## src/rtl/cfg_cmd_status_pkg.sv

```systemverilog
/*
  Constants for the configuration command and status register block.
  Assumes configuration accesses address whole 32-bit words of configuration space.
*/
`default_nettype none

package cfg_cmd_status_pkg;

  // Word of configuration space holding command (low half) and status (high half).
  localparam logic [7:0] CMD_OFFSET = 8'h04;
  localparam logic [7:0] STATUS_OFFSET = 8'h06;
  localparam logic [5:0] CMD_STATUS_WORD = 6'h01;

  // Command bit positions.
  localparam int CMD_IO_BIT = 0;
  localparam int CMD_MEM_BIT = 1;
  localparam int CMD_MASTER_BIT = 2;
  localparam int CMD_PARITY_BIT = 6;
  localparam logic [15:0] CMD_WRITE_MASK = 16'h0047;
  localparam logic [15:0] CMD_RESET = 16'h0000;

  // Status bit positions.
  localparam int ST_PARITY_DET_BIT = 15;
  localparam int ST_SYS_ERR_BIT = 14;
  localparam int ST_MABORT_RCV_BIT = 13;
  localparam int ST_TABORT_RCV_BIT = 12;
  localparam int ST_TABORT_SIG_BIT = 11;
  localparam int ST_SEL_TIMING_LSB = 9;
  localparam int ST_MASTER_PERR_BIT = 8;
  localparam int ST_FAST_B2B_BIT = 7;
  localparam int ST_HIGH_CLK_BIT = 5;
  localparam int ST_CAP_LIST_BIT = 4;

  // Select timing encodings; the slowest response used by this device is medium.
  localparam logic [1:0] SEL_TIMING_FAST = 2'h0;
  localparam logic [1:0] SEL_TIMING_MEDIUM = 2'h1;
  localparam logic [1:0] SEL_TIMING_SLOW = 2'h2;
  localparam logic [1:0] SEL_TIMING_RESET = SEL_TIMING_MEDIUM;

  // Fixed capability bits.
  localparam logic FAST_B2B_VALUE = 1'h0;
  localparam logic HIGH_CLK_VALUE = 1'h0;
  localparam logic CAP_LIST_VALUE = 1'h1;

  localparam logic [31:0] UNMAPPED_READ = 32'h0000_0000;

endpackage : cfg_cmd_status_pkg

`default_nettype wire

```

## src/rtl/cfg_cmd_status.sv

```systemverilog
/*
  Command and status registers of a bus function's configuration header, with the
  gating of master, memory and I/O activity and the sticky bus event flags.
  Assumes event inputs are one-cycle pulses from bus logic on the same clock,
  and that reset is the bus reset, synchronous to CLK_IN.
*/
`timescale 1ns/1ps
`default_nettype none

module cfg_cmd_status
  import cfg_cmd_status_pkg::*;
(
  // Clock and reset
  input wire logic CLK_IN,
  input wire logic RST_IN,
  // Configuration access
  input wire logic CFG_RD_IN,
  input wire logic CFG_WR_IN,
  input wire logic [5:0] CFG_WORD_IN,
  input wire logic [3:0] CFG_BE_IN,
  input wire logic [31:0] CFG_WDATA_IN,
  output logic [31:0] CFG_RDATA_OUT,
  output logic CFG_ACK_OUT,
  // Requests from the bus logic, gated by the command bits
  input wire logic MASTER_REQ_IN,
  input wire logic MEM_HIT_IN,
  input wire logic IO_HIT_IN,
  input wire logic PERR_REQ_IN,
  output logic MASTER_REQ_OUT,
  output logic MEM_CLAIM_OUT,
  output logic IO_CLAIM_OUT,
  output logic PERR_DRIVE_OUT,
  // Command bit levels
  output logic MASTER_ENABLE_OUT,
  output logic MEMORY_RESPONSE_ENABLE_OUT,
  output logic IO_RESPONSE_ENABLE_OUT,
  output logic PARITY_ERROR_RESPONSE_OUT,
  // Bus event pulses
  input wire logic PARITY_ERR_IN,
  input wire logic SERR_DRIVEN_IN,
  input wire logic MASTER_ABORT_IN,
  input wire logic SPECIAL_CYCLE_IN,
  input wire logic TARGET_ABORT_RCV_IN,
  input wire logic TARGET_ABORT_SENT_IN,
  input wire logic PERR_DRIVEN_READ_IN,
  input wire logic PERR_SEEN_WRITE_IN,
  input wire logic ACTING_MASTER_IN,
  // Status word
  output logic [15:0] STATUS_OUT
);
  import cfg_cmd_status_pkg::*;

  logic [15:0] command_ff;
  logic [15:0] nxt_command;
  logic parity_error_detected_ff;
  logic system_error_signalled_ff;
  logic master_abort_received_ff;
  logic target_abort_received_ff;
  logic target_abort_signalled_ff;
  logic master_data_parity_error_ff;
  logic [1:0] select_timing_field;
  logic [15:0] status_word;
  logic [15:0] be_mask;
  logic cmd_hit;
  logic master_perr_event;
  logic [31:0] nxt_rdata;

  assign cmd_hit = (CFG_WORD_IN == CMD_STATUS_WORD);
  assign be_mask = {{8{CFG_BE_IN[1]}}, {8{CFG_BE_IN[0]}}};

  // Only the implemented command bits can be written; byte enables pick the lanes.
  always_comb begin
    nxt_command = command_ff;
    if (CFG_WR_IN && cmd_hit) begin
      nxt_command = (command_ff & ~(be_mask & CMD_WRITE_MASK)) | (CFG_WDATA_IN[15:0] & be_mask & CMD_WRITE_MASK);
    end
  end

  always_ff @(posedge CLK_IN) begin
    if (RST_IN) begin
      command_ff <= CMD_RESET;
    end else begin
      command_ff <= nxt_command;
    end
  end

  assign MASTER_ENABLE_OUT = command_ff[CMD_MASTER_BIT];
  assign MEMORY_RESPONSE_ENABLE_OUT = command_ff[CMD_MEM_BIT];
  assign IO_RESPONSE_ENABLE_OUT = command_ff[CMD_IO_BIT];
  assign PARITY_ERROR_RESPONSE_OUT = command_ff[CMD_PARITY_BIT];

  // The gates are combinational so a request never waits an extra cycle on a decode.
  assign MASTER_REQ_OUT = MASTER_REQ_IN && command_ff[CMD_MASTER_BIT];
  assign MEM_CLAIM_OUT = MEM_HIT_IN && command_ff[CMD_MEM_BIT];
  assign IO_CLAIM_OUT = IO_HIT_IN && command_ff[CMD_IO_BIT];
  assign PERR_DRIVE_OUT = PERR_REQ_IN && command_ff[CMD_PARITY_BIT];

  // The status flags have no software clear, so only bus reset returns them to zero.
  always_ff @(posedge CLK_IN) begin
    if (RST_IN) begin
      parity_error_detected_ff <= 1'h0;
    end else if (PARITY_ERR_IN) begin
      parity_error_detected_ff <= 1'h1;
    end
  end

  always_ff @(posedge CLK_IN) begin
    if (RST_IN) begin
      system_error_signalled_ff <= 1'h0;
    end else if (SERR_DRIVEN_IN) begin
      system_error_signalled_ff <= 1'h1;
    end
  end

  always_ff @(posedge CLK_IN) begin
    if (RST_IN) begin
      master_abort_received_ff <= 1'h0;
    end else if (MASTER_ABORT_IN && !SPECIAL_CYCLE_IN) begin
      master_abort_received_ff <= 1'h1;
    end
  end

  always_ff @(posedge CLK_IN) begin
    if (RST_IN) begin
      target_abort_received_ff <= 1'h0;
    end else if (TARGET_ABORT_RCV_IN) begin
      target_abort_received_ff <= 1'h1;
    end
  end

  always_ff @(posedge CLK_IN) begin
    if (RST_IN) begin
      target_abort_signalled_ff <= 1'h0;
    end else if (TARGET_ABORT_SENT_IN) begin
      target_abort_signalled_ff <= 1'h1;
    end
  end

  assign master_perr_event = (PERR_DRIVEN_READ_IN || PERR_SEEN_WRITE_IN) && ACTING_MASTER_IN &&
                             command_ff[CMD_PARITY_BIT];

  always_ff @(posedge CLK_IN) begin
    if (RST_IN) begin
      master_data_parity_error_ff <= 1'h0;
    end else if (master_perr_event) begin
      master_data_parity_error_ff <= 1'h1;
    end
  end

  assign select_timing_field = SEL_TIMING_RESET;

  // Reserved bits are tied to zero here and no write path reaches this word.
  always_comb begin
    status_word = 16'h0000;
    status_word[ST_PARITY_DET_BIT] = parity_error_detected_ff;
    status_word[ST_SYS_ERR_BIT] = system_error_signalled_ff;
    status_word[ST_MABORT_RCV_BIT] = master_abort_received_ff;
    status_word[ST_TABORT_RCV_BIT] = target_abort_received_ff;
    status_word[ST_TABORT_SIG_BIT] = target_abort_signalled_ff;
    status_word[ST_SEL_TIMING_LSB +: 2] = select_timing_field;
    status_word[ST_MASTER_PERR_BIT] = master_data_parity_error_ff;
    status_word[ST_FAST_B2B_BIT] = FAST_B2B_VALUE;
    status_word[ST_HIGH_CLK_BIT] = HIGH_CLK_VALUE;
    status_word[ST_CAP_LIST_BIT] = CAP_LIST_VALUE;
  end

  assign STATUS_OUT = status_word;

  always_comb begin
    if (cmd_hit) begin
      nxt_rdata = {status_word, command_ff};
    end else begin
      nxt_rdata = UNMAPPED_READ;
    end
  end

  always_ff @(posedge CLK_IN) begin
    if (RST_IN) begin
      CFG_RDATA_OUT <= 32'h0000_0000;
      CFG_ACK_OUT <= 1'h0;
    end else begin
      CFG_ACK_OUT <= CFG_RD_IN || CFG_WR_IN;
      if (CFG_RD_IN) begin
        CFG_RDATA_OUT <= nxt_rdata;
      end
    end
  end

  master_gate_a: assert property (@(posedge CLK_IN) disable iff (RST_IN)
    !command_ff[CMD_MASTER_BIT] |-> !MASTER_REQ_OUT)
    else $error("Master request passed while master enable is low.");

  mem_gate_a: assert property (@(posedge CLK_IN) disable iff (RST_IN)
    MEM_CLAIM_OUT |-> MEM_HIT_IN && MEMORY_RESPONSE_ENABLE_OUT)
    else $error("Memory claim without enable.");

  io_gate_a: assert property (@(posedge CLK_IN) disable iff (RST_IN)
    IO_HIT_IN && !IO_RESPONSE_ENABLE_OUT |-> !IO_CLAIM_OUT)
    else $error("I/O claim without enable.");

  cmd_reset_a: assert property (@(posedge CLK_IN)
    RST_IN |=> !MASTER_ENABLE_OUT && !MEMORY_RESPONSE_ENABLE_OUT && !IO_RESPONSE_ENABLE_OUT &&
      !PARITY_ERROR_RESPONSE_OUT)
    else $error("Command bits not cleared by reset.");

  status_read_a: assert property (@(posedge CLK_IN) disable iff (RST_IN)
    CFG_RD_IN && cmd_hit |=> CFG_ACK_OUT && CFG_RDATA_OUT[31:16] == $past(STATUS_OUT))
    else $error("Status read returned the wrong word.");

  status_ro_a: assert property (@(posedge CLK_IN) disable iff (RST_IN)
    CFG_WR_IN && cmd_hit && !PARITY_ERR_IN && !SERR_DRIVEN_IN && !MASTER_ABORT_IN &&
      !TARGET_ABORT_RCV_IN && !TARGET_ABORT_SENT_IN && !master_perr_event |=> $stable(STATUS_OUT))
    else $error("Write changed the status word.");

  parity_flag_a: assert property (@(posedge CLK_IN) disable iff (RST_IN)
    PARITY_ERR_IN |=> STATUS_OUT[ST_PARITY_DET_BIT] [*2])
    else $error("Parity error flag not set and held.");

  serr_flag_a: assert property (@(posedge CLK_IN) disable iff (RST_IN)
    $rose(STATUS_OUT[ST_SYS_ERR_BIT]) |-> $past(SERR_DRIVEN_IN))
    else $error("System error flag rose without cause.");

  mabort_flag_a: assert property (@(posedge CLK_IN) disable iff (RST_IN)
    $rose(STATUS_OUT[ST_MABORT_RCV_BIT]) |-> $past(MASTER_ABORT_IN && !SPECIAL_CYCLE_IN))
    else $error("Master abort flag rose on a special cycle or without cause.");

  tabort_rcv_a: assert property (@(posedge CLK_IN) disable iff (RST_IN)
    TARGET_ABORT_RCV_IN |=> STATUS_OUT[ST_TABORT_RCV_BIT])
    else $error("Received target abort flag not set.");

  tabort_sig_a: assert property (@(posedge CLK_IN) disable iff (RST_IN)
    TARGET_ABORT_SENT_IN |=> STATUS_OUT[ST_TABORT_SIG_BIT])
    else $error("Signalled target abort flag not set.");

  fixed_bits_a: assert property (@(posedge CLK_IN)
    STATUS_OUT[10:9] == 2'h1 && !STATUS_OUT[7] && !STATUS_OUT[5] && STATUS_OUT[4] &&
      STATUS_OUT[6] == 1'h0 && STATUS_OUT[3:0] == 4'h0)
    else $error("Fixed status bits read wrong.");

  master_data_parity_error_flag_a: assert property (@(posedge CLK_IN) disable iff (RST_IN)
    $rose(STATUS_OUT[ST_MASTER_PERR_BIT]) |-> $past(ACTING_MASTER_IN && PARITY_ERROR_RESPONSE_OUT &&
      (PERR_DRIVEN_READ_IN || PERR_SEEN_WRITE_IN)))
    else $error("Master parity flag rose without all conditions.");

  perr_quiet_a: assert property (@(posedge CLK_IN) disable iff (RST_IN)
    !PARITY_ERROR_RESPONSE_OUT |-> !PERR_DRIVE_OUT)
    else $error("Parity error line driven with response disabled.");

  ack_pulse_a: assert property (@(posedge CLK_IN) disable iff (RST_IN)
    CFG_RD_IN || CFG_WR_IN |=> CFG_ACK_OUT)
    else $error("Access not acknowledged one cycle later.");

  ack_cause_a: assert property (@(posedge CLK_IN) disable iff (RST_IN)
    CFG_ACK_OUT |-> $past(CFG_RD_IN || CFG_WR_IN))
    else $error("Acknowledge without an access.");

  rdata_hold_a: assert property (@(posedge CLK_IN) disable iff (RST_IN)
    !CFG_RD_IN |=> $stable(CFG_RDATA_OUT))
    else $error("Read data changed without a read.");

  unmapped_read_a: assert property (@(posedge CLK_IN) disable iff (RST_IN)
    CFG_RD_IN && !cmd_hit |=> CFG_RDATA_OUT == UNMAPPED_READ)
    else $error("Unmapped read returned data.");

  cmd_read_a: assert property (@(posedge CLK_IN) disable iff (RST_IN)
    CFG_RD_IN && cmd_hit |=> CFG_RDATA_OUT[15:0] == $past(command_ff))
    else $error("Command read returned the wrong half word.");

  master_write_a: assert property (@(posedge CLK_IN) disable iff (RST_IN)
    CFG_WR_IN && cmd_hit && CFG_BE_IN[0] |=> MASTER_ENABLE_OUT == $past(CFG_WDATA_IN[CMD_MASTER_BIT]))
    else $error("Master enable did not take the written value.");

  mem_write_a: assert property (@(posedge CLK_IN) disable iff (RST_IN)
    CFG_WR_IN && cmd_hit && CFG_BE_IN[0] |=> MEMORY_RESPONSE_ENABLE_OUT == $past(CFG_WDATA_IN[CMD_MEM_BIT]))
    else $error("Memory enable did not take the written value.");

  io_write_a: assert property (@(posedge CLK_IN) disable iff (RST_IN)
    CFG_WR_IN && cmd_hit && CFG_BE_IN[0] |=> IO_RESPONSE_ENABLE_OUT == $past(CFG_WDATA_IN[CMD_IO_BIT]))
    else $error("I/O enable did not take the written value.");

  cmd_hold_a: assert property (@(posedge CLK_IN) disable iff (RST_IN)
    !(CFG_WR_IN && cmd_hit) |=> $stable(command_ff))
    else $error("Command changed without a write.");

  master_pass_a: assert property (@(posedge CLK_IN) disable iff (RST_IN)
    MASTER_REQ_IN && MASTER_ENABLE_OUT |-> MASTER_REQ_OUT)
    else $error("Enabled master request was blocked.");

  mem_pass_a: assert property (@(posedge CLK_IN) disable iff (RST_IN)
    MEM_HIT_IN && MEMORY_RESPONSE_ENABLE_OUT |-> MEM_CLAIM_OUT)
    else $error("Enabled memory hit was not claimed.");

  io_pass_a: assert property (@(posedge CLK_IN) disable iff (RST_IN)
    IO_HIT_IN && IO_RESPONSE_ENABLE_OUT |-> IO_CLAIM_OUT)
    else $error("Enabled I/O hit was not claimed.");

  perr_pass_a: assert property (@(posedge CLK_IN) disable iff (RST_IN)
    PERR_REQ_IN && PARITY_ERROR_RESPONSE_OUT |-> PERR_DRIVE_OUT)
    else $error("Parity error line not driven with response enabled.");

  parity_cause_a: assert property (@(posedge CLK_IN) disable iff (RST_IN)
    $rose(STATUS_OUT[ST_PARITY_DET_BIT]) |-> $past(PARITY_ERR_IN))
    else $error("Parity error flag rose without cause.");

  serr_set_a: assert property (@(posedge CLK_IN) disable iff (RST_IN)
    SERR_DRIVEN_IN |=> STATUS_OUT[ST_SYS_ERR_BIT])
    else $error("System error flag not set.");

  mabort_set_a: assert property (@(posedge CLK_IN) disable iff (RST_IN)
    MASTER_ABORT_IN && !SPECIAL_CYCLE_IN |=> STATUS_OUT[ST_MABORT_RCV_BIT])
    else $error("Master abort flag not set.");

  tabort_rcv_cause_a: assert property (@(posedge CLK_IN) disable iff (RST_IN)
    $rose(STATUS_OUT[ST_TABORT_RCV_BIT]) |-> $past(TARGET_ABORT_RCV_IN))
    else $error("Received target abort flag rose without cause.");

  tabort_sig_cause_a: assert property (@(posedge CLK_IN) disable iff (RST_IN)
    $rose(STATUS_OUT[ST_TABORT_SIG_BIT]) |-> $past(TARGET_ABORT_SENT_IN))
    else $error("Signalled target abort flag rose without cause.");

  master_data_parity_error_set_a: assert property (@(posedge CLK_IN) disable iff (RST_IN)
    master_perr_event |=> STATUS_OUT[ST_MASTER_PERR_BIT])
    else $error("Master parity flag not set.");

  flags_sticky_a: assert property (@(posedge CLK_IN) disable iff (RST_IN)
    ##1 (($past(STATUS_OUT) & ~STATUS_OUT) == 16'h0000))
    else $error("A status flag cleared outside reset.");

  cmd_write_c: cover property (@(posedge CLK_IN) disable iff (RST_IN)
    CFG_WR_IN && cmd_hit ##1 MASTER_ENABLE_OUT ##1 MASTER_REQ_OUT);

  silent_parity_c: cover property (@(posedge CLK_IN) disable iff (RST_IN)
    PARITY_ERR_IN && !PARITY_ERROR_RESPONSE_OUT ##1 STATUS_OUT[ST_PARITY_DET_BIT]);

  special_abort_c: cover property (@(posedge CLK_IN) disable iff (RST_IN)
    MASTER_ABORT_IN && SPECIAL_CYCLE_IN);

  master_data_parity_error_c: cover property (@(posedge CLK_IN) disable iff (RST_IN)
    $rose(STATUS_OUT[ST_MASTER_PERR_BIT]));

endmodule : cfg_cmd_status

`default_nettype wire

```

## config.mk

```make
export PLATFORM = sky130hd
export DESIGN_NAME = cfg_cmd_status
export DESIGN_NICKNAME = d
export VERILOG_FILES = /design/src/rtl/cfg_cmd_status_pkg.sv /design/src/rtl/cfg_cmd_status.sv
export SDC_FILE = /design/constraint.sdc
export NUM_CORES = 1
export LEC_CHECK = 0
export BUFFER_PORTS_ARGS = -buffer_cell sky130_fd_sc_hd__buf_4
export CORE_MARGIN = 3
export CORE_UTILIZATION = 30
export CTS_CLUSTER_DIAMETER = 40
export DETAILED_ROUTE_END_ITERATION = 6
export PLACE_DENSITY = 0.68
export SETUP_SLACK_MARGIN = 0.3
export SKIP_LAST_GASP = 1
export SYNTH_ARGS = -nofsm -noshare
export SYNTH_HDL_FRONTEND = slang
export SYNTH_SLANG_ARGS = --single-unit
```

## constraint.sdc

```tcl
create_clock -name CLK_IN -period 3.6 [get_ports CLK_IN]
set_input_delay 0.72 -clock CLK_IN [delete_from_list [all_inputs] [get_ports CLK_IN]]
set_output_delay 0.72 -clock CLK_IN [all_outputs]
set_load 0.02 [all_outputs]
```

==> flow_summary.ini, run 1 <==
[status]
outcome = complete, no violations

[critical_path]
critPathKind = in2out
slowest_delay_ps = 150
crit_slowest_cell = buf_4
crit_path_start = IO_HIT_IN
cp.arrival_ps = 1110
cp-endpoint = IO_CLAIM_OUT
r2r_slack_ps = 2800
cp_cell_sequence = buf_4 -> and2_1 -> buf_4
r2r-start = CFG_RDATA_OUT[6]
r2r_cells = 2
startpoint_type = input port
critPathMaxFanout = 1
crit_path_end_kind = output port
cp_common_cell = buf_4
required_ps = 2880
reg2reg_to = CFG_RDATA_OUT[6]

[route]
firstDrtPassIters = 4
via_per_inst = 4.180
vias = 953
routed_wl_um = 2605
ant_nets = 0
route.detailed.drc = 0
routedWlPerCell_um = 11.43
drt-initial-drc-count = 59

[cts]
insertion_delay_ps = 260
cts_tree = yes
clk_pin_slew_ps = 80
postCtsHoldBufs = 0
root_buffer = clkbuf_8
cts_sinks = 22
cts_setup_buffers = 0
clockBufferDepth = 2
cts_made_buffers = 3
cts_max_level = 1
ctsResizeCount = 0

[pwr]
p_per_area_nw_per_um2 = 378.6
p_int_mw = 0.4271
vdd_drop_max_mv = 0.2313
power_mw = 0.5661
seqPwrFrac = 0.444
switching_share = 0.2457
comb_power_share = 0.153
power.leakage_nw = 0.6810
clkPwrFrac = 0.403
switching_power_mw = 0.1391

[die]
design.die.area_um2 = 4790
die_y_um = 69.21
start_util = 0.3202
die_w_um = 69.21
core-area_um2 = 3744
rows = 22
ioPinCount = 116

[placed_design]
dp_slack_ps = 1545
port_buffers = 54
dp_hpwl_um = 1916
gp_congestion = 0.7047

[sta]
finalCritPeriodShare = 0.5089
drv_slew = 0
fmax_mhz = 545.8
tightest_slew_ps = 1093
setup_ws_ps = 1768
finalSetupViolations = 0
hold_viol = 0
skew_ps = 7.052
rsz0062_at_grt = no
finalCriticalPeriod_ps = 1832
tns_ps = 0
max_slew_margin = 0.2685

[logic_synthesis]
yosys_warnings = 0
syn_avg_cell_area_um2 = 8.749
syn_inst = 137
synth-seq-cells = 22
netlist_area_um2 = 1199
ys_seq_area_frac = 0.3674
ys_types = 19

[cells_and_area]
antennaDiodeCount = 0
area_growth_pct = 24.74
final_nets = 240
layout-drive-gt1-share = 0.3333
n_fill_cell = 401

[grt]
grt_pass1_wl_um = 3967
grt_max_degree = 24
grtUsageTotal = 0.1015
antenna_found_initial = 0
grt_pass1_vias = 860
gr-total-overflow = 0

[run]
maxCapViolCount = 0

[hold_path]
hold_path.class = reg2reg
==> metrics by stage <==
step	instances	util	hold WS [ps]	area, um^2
floorplan	165	-	437.0	1304
global placement	224	0.3803	456.3	1424
detailed placement	224	0.3803	461.5	1424
CTS	228	0.3994	475.8	1495
global route	228	0.3994	496.3	1495
finish	228	0.3994	471.0	1495
==> cells by family after synthesis <==
kind of cell,synth area share
other cells,0.006265
flops,0.3674
buf+inv,0.2944
compound gates,0.09395
simple gates,0.2380
==> Yosys cell counts (all sizes together) <==
cell type / number / share of area
a21oi: 17 / 0.071
and2: 5 / 0.026
buf: 39 / 0.25
clkbuf: 4 / 0.038
conb: 2 / 0.0063
dfxtp: 22 / 0.37
inv: 2 / 0.0063
nand2b: 10 / 0.052
nand3: 1 / 0.0042
nand4: 14 / 0.073
nor2: 12 / 0.038
nor4b: 1 / 0.020
o211ai: 1 / 0.0063
o21ai: 4 / 0.017
or2b: 1 / 0.0073
or4b: 1 / 0.0084
or4bb: 1 / 0.0094
==> final cells by class <==
cell class | instances | area, um^2 | share of cell area
Timing Repair Buffer | 54 | 405.4 | 0.2711
Sequential cell | 22 | 440.4 | 0.2946
Clock buffer | 3 | 41.29 | 0.02762
Inverter | 2 | 7.507 | 0.005021
Multi-Input combinational cell | 98 | 510.5 | 0.3414
Clock inverter | 1 | 30.03 | 0.02008
Tap cell | 48 | 60.06 | 0.04017
==> metal layers <==
metal / wire [um] / vias up / GRT usage / share of wire
met5: 0 / - / 0 / 0
met4: 17 / 0 / 0.02603 / 0.0065
met1: 1036 / 429 / 0.1111 / 0.40
met2: 1260 / 42 / 0.1684 / 0.48
met3: 290 / 2 / 0.05797 / 0.11
li1: - / 480 / - / -
==> critical path, delay by kind of cell <==
family                 cells  cell delay (ps)
buffers and inverters      2              250
and+or+nand+nor            1              140
==> how the worst min path moves through the flow <==
stage	startpoint	endpoint	slack (ps)	cells after the start
final	CFG_RDATA_OUT[1]	CFG_RDATA_OUT[1]	470	2
after global routing	CFG_RDATA_OUT[1]	CFG_RDATA_OUT[1]	500	2
after CTS	CFG_RDATA_OUT[1]	CFG_RDATA_OUT[1]	480	2
after detailed placement	CFG_RDATA_OUT[2]	CFG_RDATA_OUT[2]	460	2
after global placement	CFG_RDATA_OUT[1]	CFG_RDATA_OUT[1]	460	2
after floorplan	master_data_parity_error_ff	master_data_parity_error_ff	440	2
==> cell usage in the layout, fill, tap and decap left out, drive strengths merged, types with 2 or more instances in the layout <==
cell type,instances
buf,54
conb,30
dfxtp,22
a21oi,17
nand4,14
nor2,12
nand2b,10
and2,5
o21ai,4
clkbuf,3
inv,2
==> power by group through the flow <==
stage                     Combinational [mW]  Sequential [mW]  Clock (mW)
after detailed placement              0.0863            0.257           0
after global placement                0.0857            0.257           0
after global routing                  0.0930            0.252       0.249
after CTS                             0.0864            0.252       0.238
final                                 0.0864            0.252       0.228
after floorplan                       0.0841            0.258           0
Power figures use the tool's default switching activity.
==> inputs of run 2 (changes only) <==
clock period = 1.7 ns   (was 3.6 ns; I/O delays follow)
==> run 2 against run 1 <==
Critical path depth is 1 lower. Final area increased by 0.42%. Sequential cell count did not move. Largest cell class unchanged. Sequential power grew 110%. Register-to-register slack worse by 1900 ps. Final cell count up 1.3%. Critical path type is now reg2out. Total power is 94% higher.
==> flow_summary.ini, run 2 (synthesis results as in run 1) <==
[status]
outcome = complete, no violations

[hold_path]
hold_path.class = in2reg

[route]
routedWlPerCell_um = 11.49
via_per_inst = 4.255
firstDrtPassIters = 4
vias = 983
route.detailed.drc = 0
ant_nets = 0
routed_wl_um = 2655
drt-initial-drc-count = 53

[pwr]
power.leakage_nw = 0.6897
vdd_drop_max_mv = 0.3619
p_per_area_nw_per_um2 = 729.9

[sta]
finalSetupViolations = 0
finalCritPeriodShare = 0.7485
hold_viol = 0
finalCriticalPeriod_ps = 1272
tns_ps = 0
rsz0062_at_grt = no
skew_ps = 7.277
drv_slew = 0
fmax_mhz = 785.9
fin_hold_ws_ps = 273.0
setup_ws_ps = 427.6

[cts]
clockBufferDepth = 2
cts_max_level = 1
clk_pin_slew_ps = 80
postCtsHoldBufs = 0
ctsResizeCount = 0
cts_made_buffers = 3
root_buffer = clkbuf_8
cts_tree = yes
cts_sinks = 22
insertion_delay_ps = 260
cts_setup_buffers = 0

[placed_design]
dp_slack_ps = 239.4
gp_congestion = 0.6911
placed_cell_area_um2 = 1446
port_buffers = 54
dp_hpwl_um = 1943

[critical_path]
critPathMaxFanout = 5
startpoint_type = register
required_ps = 1360
r2r-start = CFG_RDATA_OUT[6]
cp-endpoint = PERR_DRIVE_OUT
crit_path_end_kind = output port
reg2reg_to = CFG_RDATA_OUT[6]
cp.arrival_ps = 930
r2r_slack_ps = 880
critPathKind = reg2out
r2r_cells = 2

[grt]
grt_pass1_wl_um = 4278
grtUsageMet1 = 0.1311
grtUsageTotal = 0.1077
grtUsageMet2 = 0.1758
grt_busiest_layer = met2
grt_max_degree = 24
use_met3 = 0.04493
antenna_found_initial = 0
grt_pass1_vias = 918
gr-total-overflow = 0

[die]
ioPinCount = 116
start_util = 0.3202
die_w_um = 69.21
die_y_um = 69.21
design.die.area_um2 = 4790
rows = 22
core-area_um2 = 3744

[cells_and_area]
regArea_um2 = 440.4
final_nets = 243
layout_commonest_cell = buf_4
n_fill_cell = 410
layout-drive-gt1-share = 0.3443
area_growth_pct = 25.26
design_area_um2 = 1501
antennaDiodeCount = 0
multiInputGateArea_um2 = 510.5
final_cell_mix = buf_4, conb_1, dfxtp_1
utilization = 0.4011

[run]
maxCapViolCount = 0
[run 2: cell types whose count changed in the layout (fill, tap and decap cells not counted), sizes merged]
cell / delta
buf: +3
bufinv: -1
clkbuf: +1
[run 2: where the power goes]
group	switching, mW	total, mW	internal (mW)
clock network	0.169	0.375	0.206
registers	0.00719	0.533	0.525
logic	0.120	0.188	0.0684
[run 2: worst max-delay path, cell delays in order, from the launching register on]
cell and delay [ps]:
dfxtp_1 400, and2_1 140, buf_4 130
[run 2: final cells by class]
type | instances | share of cell area
repair buffers | 57 | 0.2850
flip-flops and latches | 22 | 0.2933
multi-input cells | 98 | 0.3400
well taps | 48 | 0.04000
inverters | 2 | 0.005000
clock buffers | 4 | 0.03667
[run 2: worst min-delay path by stage]
| stage | startpoint | end | depth (start not counted) |
|---|---|---|---|
| global route | SERR_DRIVEN_IN | system_error_signalled_ff | 3 |
| CTS | PARITY_ERR_IN | parity_error_detected_ff | 3 |
| global placement | master_data_parity_error_ff | master_data_parity_error_ff | 2 |
| finish | PARITY_ERR_IN | parity_error_detected_ff | 3 |
| floorplan | RST_IN | CFG_RDATA_OUT[30] | 1 |
| detailed placement | master_data_parity_error_ff | master_data_parity_error_ff | 2 |
[run 2: per-layer routing]
layer,up-vias,part of all wire
met3,2,0.089
met1,453,0.42
met4,0,0.0064
met2,42,0.48
met5,-,0
li1,486,-
[run 2: through the flow]
stage	power, mW	cells
6_report	1.096	231
5_1_grt	1.148	231
4_1_cts	1.106	231
3_5_place_dp	0.7325	227
3_3_place_gp	0.7303	227
2_1_floorplan	0.7238	165
